### src/rtl/emt_params.svh
// timing field positions, reset values and cycle constants for the external memory interface
`ifndef EMT_PARAMS_SVH
`define EMT_PARAMS_SVH
`define EMT_TC_RESET      8'hFF
`define EMT_SETUP_HI      7
`define EMT_SETUP_LO      6
`define EMT_STROBE_HI     5
`define EMT_STROBE_LO     2
`define EMT_HOLD_HI       1
`define EMT_HOLD_LO       0
`define EMT_CFG_RESET     3'h3
`define EMT_CFG_NONMUX    2
`define EMT_CFG_BANK      3'h2
`define EMT_CFG_BANK_NMX  3'h6
`define EMT_ALE_RESET     2'h3
`define EMT_FIXED_CYCLES  4
`define EMT_ALE_EXTRA     2
`endif

### src/rtl/emt_pkg.sv
// types for the external memory interface sequencer
`default_nettype none
package emt_pkg;
  typedef enum logic [2:0] {
    EMT_IDLE   = 3'b000,
    EMT_ALEHI  = 3'b001,
    EMT_ALELO  = 3'b010,
    EMT_SETUP  = 3'b011,
    EMT_STROBE = 3'b100,
    EMT_HOLD   = 3'b101,
    EMT_FIN    = 3'b110
  } emt_state_t;
endpackage
`default_nettype wire
### src/rtl/emt_ext_mem_if.sv
// external memory interface sequencer: modes, phase timing, pin drive
`include "emt_params.svh"
`default_nettype none
module emt_ext_mem_if
  import emt_pkg::*;
(
  input  wire logic        core_clk,
  input  wire logic        sys_rst,
  input  wire logic        cfgWe,
  input  wire logic [2:0]  cfgMode,
  input  wire logic [1:0]  cfgAle,
  input  wire logic        cfgUpperPorts,
  input  wire logic        timingWe,
  input  wire logic [7:0]  timingCtrl,
  input  wire logic [7:0]  bankSelect,
  input  wire logic        moveStart,
  input  wire logic        moveWrite,
  input  wire logic        moveWide,
  input  wire logic [15:0] moveAddr,
  input  wire logic [7:0]  moveWData,
  input  wire logic [7:0]  memDataIn,
  output logic             moveBusy,
  output logic             moveDone,
  output logic [7:0]       moveRData,
  output logic [7:0]       extIfConfig,
  output logic [7:0]       extIfTimingCtrl,
  output logic [7:0]       addrHiOut,
  output logic             addrHiOe,
  output logic [7:0]       addrLoOut,
  output logic             addrLoOe,
  output logic [7:0]       dataOut,
  output logic             dataOe,
  output logic             rdStrobeN,
  output logic             wrStrobeN,
  output logic             aleOut,
  output logic             ctrlOe,
  output logic             usingUpperPorts
);
  import emt_pkg::*;

  emt_state_t state;
  emt_state_t next_state;
  logic [4:0] cnt;
  logic [4:0] next_cnt;
  logic [4:0] next_extIfConfig;
  logic [7:0] next_extIfTimingCtrl;
  logic [7:0] dataSync1;
  logic [7:0] dataSync2;
  logic [7:0] next_moveRData;
  logic       next_moveDone;
  logic       wr;
  logic       wide;
  logic       next_wr;
  logic       next_wide;
  logic [15:0] addr;
  logic [15:0] next_addr;
  logic [7:0] wdata;
  logic [7:0] next_wdata;
  logic [7:0] next_addrHiOut;
  logic       next_addrHiOe;
  logic [7:0] next_addrLoOut;
  logic       next_addrLoOe;
  logic [7:0] next_dataOut;
  logic       next_dataOe;
  logic       next_rdStrobeN;
  logic       next_wrStrobeN;
  logic       next_aleOut;
  logic       next_ctrlOe;
  logic       nonMux;
  logic       bankSel;
  logic       hiDrive;
  logic [1:0] setupCnt;
  logic [3:0] strobeCnt;
  logic [1:0] holdCnt;
  logic [1:0] aleCnt;

  assign nonMux    = extIfConfig[`EMT_CFG_NONMUX];
  assign bankSel   = (extIfConfig[2:0] == `EMT_CFG_BANK) ||
                     (extIfConfig[2:0] == `EMT_CFG_BANK_NMX);
  assign hiDrive   = wide || bankSel;
  assign setupCnt  = extIfTimingCtrl[`EMT_SETUP_HI:`EMT_SETUP_LO];
  assign strobeCnt = extIfTimingCtrl[`EMT_STROBE_HI:`EMT_STROBE_LO];
  assign holdCnt   = extIfTimingCtrl[`EMT_HOLD_HI:`EMT_HOLD_LO];
  assign aleCnt    = extIfConfig[4:3];

  always_comb
  begin
    next_extIfConfig     = extIfConfig[4:0];
    next_extIfTimingCtrl = extIfTimingCtrl;
    if (cfgWe && state == EMT_IDLE)
    begin
      next_extIfConfig = {cfgAle, cfgMode};
    end
    if (timingWe && state == EMT_IDLE)
    begin
      next_extIfTimingCtrl = timingCtrl;
    end
  end

  always_comb
  begin
    next_state     = state;
    next_cnt       = cnt;
    next_wr        = wr;
    next_wide      = wide;
    next_addr      = addr;
    next_wdata     = wdata;
    next_moveDone  = 1'b0;
    next_moveRData = moveRData;
    next_addrHiOut = addrHiOut;
    next_addrHiOe  = addrHiOe;
    next_addrLoOut = addrLoOut;
    next_addrLoOe  = addrLoOe;
    next_dataOut   = dataOut;
    next_dataOe    = dataOe;
    next_rdStrobeN = 1'b1;
    next_wrStrobeN = 1'b1;
    next_aleOut    = 1'b0;
    next_ctrlOe    = ctrlOe;
    case (state)
      EMT_IDLE:
      begin
        if (moveStart)
        begin
          next_wr    = moveWrite;
          next_wide  = moveWide;
          next_addr  = moveWide ? moveAddr : {bankSelect, moveAddr[7:0]};
          next_wdata = moveWData;
          next_ctrlOe = 1'b1;
          next_cnt   = 5'(`EMT_FIXED_CYCLES - 3);
          next_state = EMT_FIN;
        end
      end
      EMT_FIN:
      begin
        // lead-in overhead cycles, then mux latch or setup
        if (cnt != 5'h0)
        begin
          next_cnt = cnt - 5'h1;
        end
        else
        begin
          next_addrHiOut = addr[15:8];
          next_addrHiOe  = hiDrive;
          next_addrLoOut = addr[7:0];
          next_addrLoOe  = 1'b1;
        end
        if (cnt != 5'h0)
        begin
          next_state = EMT_FIN;
        end
        else if (nonMux)
        begin
          next_cnt   = {3'b000, setupCnt};
          next_state = EMT_SETUP;
        end
        else
        begin
          next_aleOut = 1'b1;
          next_cnt    = {3'b000, aleCnt};
          next_state  = EMT_ALEHI;
        end
      end
      EMT_ALEHI:
      begin
        if (cnt == 5'h0)
        begin
          next_cnt   = {3'b000, aleCnt};
          next_state = EMT_ALELO;
        end
        else
        begin
          next_aleOut = 1'b1;
          next_cnt    = cnt - 5'h1;
        end
      end
      EMT_ALELO:
      begin
        next_addrLoOe = 1'b0;
        if (cnt == 5'h0)
        begin
          next_cnt   = {3'b000, setupCnt};
          next_state = EMT_SETUP;
        end
        else
        begin
          next_cnt = cnt - 5'h1;
        end
      end
      EMT_SETUP:
      begin
        if (!nonMux)
        begin
          next_addrLoOe = 1'b0;
        end
        if (wr)
        begin
          next_dataOut = wdata;
          next_dataOe  = 1'b1;
        end
        if (cnt == 5'h0)
        begin
          next_rdStrobeN = wr;
          next_wrStrobeN = !wr;
          next_cnt       = {1'b0, strobeCnt};
          next_state     = EMT_STROBE;
        end
        else
        begin
          next_cnt = cnt - 5'h1;
        end
      end
      EMT_STROBE:
      begin
        if (cnt == 5'h0)
        begin
          next_moveRData = dataSync2;
          next_cnt       = {3'b000, holdCnt};
          next_state     = EMT_HOLD;
        end
        else
        begin
          next_rdStrobeN = wr;
          next_wrStrobeN = !wr;
          next_cnt       = cnt - 5'h1;
        end
      end
      EMT_HOLD:
      begin
        if (cnt == 5'h0)
        begin
          next_dataOe   = 1'b0;
          next_addrHiOe = 1'b0;
          next_addrLoOe = 1'b0;
          next_ctrlOe   = 1'b0;
          next_moveDone = 1'b1;
          next_state    = EMT_IDLE;
        end
        else
        begin
          next_cnt = cnt - 5'h1;
        end
      end
      default:
      begin
        next_state = EMT_IDLE;
      end
    endcase
  end

  always_ff @(posedge core_clk)
  begin
    if (sys_rst)
    begin
      state           <= EMT_IDLE;
      cnt             <= 5'h0;
      wr              <= 1'b0;
      wide            <= 1'b0;
      addr            <= 16'h0000;
      wdata           <= 8'h00;
      extIfConfig     <= {3'b000, `EMT_ALE_RESET, `EMT_CFG_RESET};
      extIfTimingCtrl <= `EMT_TC_RESET;
      dataSync1       <= 8'h00;
      dataSync2       <= 8'h00;
      moveRData       <= 8'h00;
      moveDone        <= 1'b0;
      moveBusy        <= 1'b0;
      addrHiOut       <= 8'h00;
      addrHiOe        <= 1'b0;
      addrLoOut       <= 8'h00;
      addrLoOe        <= 1'b0;
      dataOut         <= 8'h00;
      dataOe          <= 1'b0;
      rdStrobeN       <= 1'b1;
      wrStrobeN       <= 1'b1;
      aleOut          <= 1'b0;
      ctrlOe          <= 1'b0;
      usingUpperPorts <= 1'b0;
    end
    else
    begin
      state           <= next_state;
      cnt             <= next_cnt;
      wr              <= next_wr;
      wide            <= next_wide;
      addr            <= next_addr;
      wdata           <= next_wdata;
      extIfConfig     <= {3'b000, next_extIfConfig};
      extIfTimingCtrl <= next_extIfTimingCtrl;
      dataSync1       <= memDataIn;
      dataSync2       <= dataSync1;
      moveRData       <= next_moveRData;
      moveDone        <= next_moveDone;
      moveBusy        <= (next_state != EMT_IDLE);
      addrHiOut       <= next_addrHiOut;
      addrHiOe        <= next_addrHiOe;
      addrLoOut       <= next_addrLoOut;
      addrLoOe        <= next_addrLoOe;
      dataOut         <= next_dataOut;
      dataOe          <= next_dataOe;
      rdStrobeN       <= next_rdStrobeN;
      wrStrobeN       <= next_wrStrobeN;
      aleOut          <= next_aleOut;
      ctrlOe          <= next_ctrlOe;
      usingUpperPorts <= (cfgWe && state == EMT_IDLE) ? cfgUpperPorts : usingUpperPorts;
    end
  end
endmodule
`default_nettype wire

### config.mk
export PLATFORM = sky130hd
export DESIGN_NAME = emt_ext_mem_if
export DESIGN_NICKNAME = d
export VERILOG_FILES = /design/src/rtl/emt_pkg.sv /design/src/rtl/emt_ext_mem_if.sv
export VERILOG_INCLUDE_DIRS = /design/src /design/src/rtl
export SDC_FILE = /design/constraint.sdc
export NUM_CORES = 1
export LEC_CHECK = 0
export ABC_AREA = 1
export BUFFER_PORTS_ARGS = -buffer_cell sky130_fd_sc_hd__buf_2
export CORE_MARGIN = 3
export CORE_UTILIZATION = 51
export CTS_CLUSTER_SIZE = 40
export DETAILED_ROUTE_END_ITERATION = 8
export PLACE_DENSITY = 0.75
export SLEW_MARGIN = 20
export SYNTH_ARGS = -nofsm -noshare
export SYNTH_HDL_FRONTEND = slang
export SYNTH_SLANG_ARGS = --single-unit
### constraint.sdc
create_clock -name core_clk -period 1.51 [get_ports core_clk]
set_input_delay 0.0755 -clock core_clk [delete_from_list [all_inputs] [get_ports core_clk]]
set_output_delay 0.0755 -clock core_clk [all_outputs]
set_load 0.01 [all_outputs]
* Word-level counts from Yosys, hierarchy flattened
Cells that the tools add are included.
Storage, ports and cells: flip-flop bits (word level) 108, bits in latches 0, bits in writable memories 0, memory bits (read-only) 0, output and inout bits 58, memories 0
Operators by class: add/subtract/negate cells 1, multiply operators 0, divide/modulo/power cells 0, magnitude comparators 0, eq/ne operators 14, shift operators 0, multiplexer cells 40, bitwise operators 2, reductions and logical operators 24
Operator list (count):
- 5-bit two-way mux | 7
- 5-bit case mux with 7 select lines | 1
- 3-bit two-way mux | 7
- 3-bit case mux with 7 select lines | 1
- 16-bit two-way mux | 1
- 1-bit two-way mux | 14
- 3-bit equality test, second input constant | 4
- 2-bit != test, second input constant | 6
- 1-bit case mux with 2 select lines | 6
- 3-bit AND reduction | 4
- 3-bit by 2-bit equality test with 1-bit output, second input constant | 3
- 2-bit AND reduction | 4
- 7-bit nonzero test | 1
- 2-bit nonzero test | 3
- 5-bit logical NOT | 1
- 5-bit nonzero test | 1
- 5-bit by 1-bit subtractor with 5-bit output, second input constant | 1
- 2-bit two-way mux | 2
- 1-bit case mux with 4 select lines | 1
- 4-bit AND reduction | 1
- 4-bit nonzero test | 1
- 3-bit by 1-bit equality test with 1-bit output, second input constant | 1
- 3-bit logical NOT | 1
- 3-bit nonzero test | 1
- other kinds (5) | 8

* Longest topological paths before layout
word-level depth 5, gate-level depth with buffers 10, mapped depth without buffers 10

* Worst setup path after synthesis
No wires, ideal clock.
kind register -> register, start register cnt[0], end register cnt[2], setup time 128 ps, arrival 1269 ps, setup slack 113 ps, stages on the path, launching flop included 11, buffers on the path 0, period minus slack after synthesis 1397 ps, cell sequence dfxtp_1 -> inv_1 -> ha_1 -> nand3_4 -> nand2_1 -> nand2_1 -> nand2_2 -> inv_2 -> nor2_1 -> nor2_1 -> nor2_1
Between the ends: word-level cells in the longest chain between the ends 3
RTL lines:
- start, declared | RTL line emt_ext_mem_if.sv:43 | logic [4:0] cnt;
- start signal, assigned | RTL line emt_ext_mem_if.sv:283 | cnt <= next_cnt;
- 5-bit by 1-bit subtractor with 5-bit output, or another cell as far along
- 5-bit two-way mux, or another cell as far along | RTL line emt_ext_mem_if.sv:230 | if (cnt == 5'h0)
- 5-bit case mux with 7 select lines or 3-bit AND reduction (tied branches)
Several ways; a longest one is shown, not always the timed one. The select of a mux whose other input is x is not followed. A chain may end at the register's enable or synchronous reset.

* Worst setup path in the final report
start register cnt[0], end register addrLoOut[1]
Between the ends: word-level cells in the longest chain between the ends 3
RTL lines:
- 5-bit nonzero test | RTL line emt_ext_mem_if.sv:137 | if (cnt != 5'h0)
- 1-bit NOT (no line)
- 2-bit AND reduction (no line)
- end signal, assigned | RTL line emt_ext_mem_if.sv:297 | addrLoOut <= next_addrLoOut;
- end, declared | RTL line emt_ext_mem_if.sv:29 | output logic [7:0] addrLoOut,
No other way between the ends.

==> results.json <==
{
  "place.gp.congestion": 0.874,
  "cp_data_arrival_time_ns": 1.77,
  "clock-skew-final_ns": 0.0121,
  "postSynth.asyncResetShare_pct": 0,
  "drc_violations_left": 0,
  "final_hold_viols": 0,
  "core_region_area_um2": 7490,
  "number_of_primary_i_o_pins": 119,
  "tritoncts": "built",
  "number_of_antenna_violations_at_the_first_check_in_global_routing": 0,
  "fin_crit_sh_pct": 97.1,
  "critPathRequiredTime_ns": 1.82,
  "power.density_nw_per_um2": 1730,
  "clock_tree.htree_level_count": 3,
  "route.detailed.wl_per_inst_um": 13.0,
  "timing.critical_path.slowest_stage_cell": "sky130_fd_sc_hd__dfxtp_2",
  "grt_first_pass_wirelength_um": 16500,
  "synthesis.instances": 521,
  "final_cell_count_no_fill": 784,
  "groute.layer.met2.usage_pct": 38.3,
  "track_usage_pct": 23.2,
  "antenna-diode-count": 0,
  "clk_latency_ns": 0.38,
  "global_route.usage.met1_pct": 28.2,
  "syn_avg_cell_area_um2": 7.82,
  "area.growth.synth_to_final_pct": 32.4,
  "worst_setup_path_end_kind": "register",
  "max-cap-violations": 0,
  "grt_start_max_net_pins": 62,
  "via_count_of_the_first_global_routing_pass": 3759,
  "grt-busiest-layer": "met2",
  "postSynthRegisterBits": 105,
  "cts_buffers": 9,
  "die_area_um2": 9100,
  "cts.clk_slew.worst_paths_ns": 0.11,
  "power_leakage_nw": 2.62,
  "n_fill_cell": 568,
  "setup.reg_to_reg.worst_slack_ns": 0.04,
  "hold-worst-slack_ns": 0.0150,
  "power.ir.vdd_worst_mv": 0.884,
  "synth-edff-count": 0,
  "globalRoute.totalOverflow": 0,
  "die_width_um": 95.4,
  "drt_iter0_drc": 134,
  "mappedNetlistArea_um2": 4070,
  "yosys_warnings": 0,
  "final_layout_size_suffix_gt1_share_pct": 26.3,
  "cts_num_sinks": 105,
  "routed_via_density": 4.92,
  "first_pass_iters": 4,
  "cp_max_fo": 14,
  "seq_area_frac_synth_pct": 51.6,
  "final_report_max_slew_violation_count": 0,
  "clock.fmax_ghz": 0.682,
  "worstSetupStartpointType": "register",
  "result_of_the_run": "completed",
  "cts_root_buf": "sky130_fd_sc_hd__clkbuf_8",
  "fp-row-count": 31,
  "postRouteAntennaNets": 0,
  "die_height_um": 95.4,
  "placed_cells": 728,
  "finalCriticalPeriod_ns": 1.47,
  "timing.final.setup_violations": 0,
  "path_cells": "inv_1 -> ha_2 -> nand3_4 -> nor2_8 -> buf_12 -> o21ai_0 -> a21oi_1",
  "postSynth.topFlopCell": "sky130_fd_sc_hd__dfxtp_1",
  "place.port_buffers": 115,
  "routed_wirelength_um": 10200,
  "dp_hpwl_um": 6950,
  "critPathMaxStageDelay_ns": 0.33,
  "initial_utilization_pct": 54.4,
  "critPathKind": "register to register",
  "synth_cell_types": 32,
  "cts.path.max_buffers": 2,
  "route.vias.total": 3855,
  "gr-usage-met3_pct": 3.95,
  "grt_setup_unrepaired": "true",
  "finish.net_count": 742,
  "hold_path_class": "input port to register"
}
## cell usage in the layout (no fill, tap or decap), drive strengths merged, types with 8 or more instances in the layout
| cell type | instances |
|---|---|
| a21oi | 54 |
| buf | 135 |
| clkbuf | 9 |
| dfxtp | 105 |
| dlygate4sd3 | 37 |
| inv | 55 |
| mux2i | 8 |
| nand2 | 105 |
| nand3 | 37 |
| nor2 | 76 |
| o21ai | 49 |
## sequential cells by signal, indices dropped and copies added (netlist names), 3 cells and up
name / count
addr: 16
dataSync2: 8
extIfConfig: 5
moveRData: 8
addrHiOut: 8
addrLoOut: 8
extIfTimingCtrl: 8
dataSync1: 8
cnt: 5
dataOut: 8
state: 3
wdata: 8
## through the flow
step	utilization [%]	area, um2	total power [mW]	setup TNS [ns]	worst slack [ns]
2_1_floorplan	-	4080	6.31	0	0.113
3_3_place_gp	63.7	4770	7.30	0	0.0772
3_5_place_dp	63.7	4770	7.40	0	0.0258
4_1_cts	71.4	5350	9.22	0	0.00765
5_1_grt	72.1	5400	10.0	-0.245	-0.0492
6_report	72.1	5400	9.35	0	0.0445
## power by group
group,internal [mW],total (mW),switching [mW]
Combinational,1.44,3.78,2.34
Sequential,3.42,3.81,0.391
Clock,0.671,1.76,1.09
## final cells by class
cell class	instances	area, um2	share of cell area [%]
multi-input combinational	341	1640	30.5
sequential	105	2100	39.0
timing repair buffer	172	1120	20.8
tap	99	124	2.30
clock inverter	7	81.3	1.51
clock buffer	9	124	2.30
inverter	51	199	3.69
## cells in the mapped netlist (2+ instances only)
| master | number | area (um2) |
|---|---|---|
| sky130_fd_sc_hd__buf_6 | 2 | 22.5 |
| sky130_fd_sc_hd__nand2_1 | 98 | 368 |
| sky130_fd_sc_hd__nor2_4 | 3 | 33.8 |
| sky130_fd_sc_hd__mux2i_1 | 8 | 80.1 |
| sky130_fd_sc_hd__nand2_2 | 7 | 43.8 |
| sky130_fd_sc_hd__a21oi_1 | 51 | 255 |
| sky130_fd_sc_hd__clkbuf_1 | 11 | 41.3 |
| sky130_fd_sc_hd__inv_2 | 6 | 22.5 |
| sky130_fd_sc_hd__a21oi_2 | 3 | 26.3 |
| sky130_fd_sc_hd__o21ai_0 | 40 | 200 |
| sky130_fd_sc_hd__buf_8 | 2 | 30.0 |
| sky130_fd_sc_hd__o211ai_1 | 2 | 15.0 |
| sky130_fd_sc_hd__nand3_1 | 36 | 180 |
| sky130_fd_sc_hd__inv_1 | 44 | 165 |
| sky130_fd_sc_hd__o21ai_1 | 9 | 45.0 |
| sky130_fd_sc_hd__nor2_1 | 71 | 267 |
| sky130_fd_sc_hd__dfxtp_1 | 105 | 2100 |
| sky130_fd_sc_hd__nand4_1 | 2 | 12.5 |
| sky130_fd_sc_hd__buf_2 | 3 | 15.0 |
| sky130_fd_sc_hd__buf_4 | 6 | 45.0 |
## final timing paths
check	startpoint	end	cells after the start
min reg2reg	dataSync1[4]$_SDFF_PP0_	dataSync2[4]$_SDFF_PP0_	2
min	moveAddr[2]	addr[2]$_SDFFE_PP0P_	3
max	cnt[0]$_SDFFE_PP0P_	addrLoOut[1]$_SDFFE_PP0P_	7
max reg2reg	cnt[0]$_SDFFE_PP0P_	addrLoOut[1]$_SDFFE_PP0P_	7
## cells by family after synthesis
group,after synthesis,share of synthesized area [%]
AOI/OAI and AO/OA,107,13.7
xor gates and xnor gates,1,0.215
adders and majority gates,1,0.307
buffers and inverters,77,8.75
DFF,105,51.6
muxes,8,1.97
other,1,0.0920
and+or+nand+nor,221,23.4
## layer usage
layer	share of wire, %	vias to the layer above
met5	0	-
met1	43	1717
met4	3.9	0
li1	-	1983
met2	48	124
met3	5.3	31
## critical path, delay by kind of cell, from the launching register on
| kind | cells | cell delay (ns) |
|---|---|---|
| AND/OR/NAND/NOR | 2 | 0.39 |
| flip-flops | 1 | 0.33 |
| adder cells (fa/ha/maj) | 1 | 0.21 |
| buffers and inverters | 2 | 0.23 |
| AO/OA/AOI/OAI | 2 | 0.24 |
## repair_timing
item | 4_1_cts | 5_1_grt
hold buffers | 37 | 0
endpoints found under the hold margin | 37 | 0
setup endpoints to repair | 0 | 46
buffers inserted | 0 | 3
gates resized for setup | 0 | 10
(Power assumes the default switching activity.)
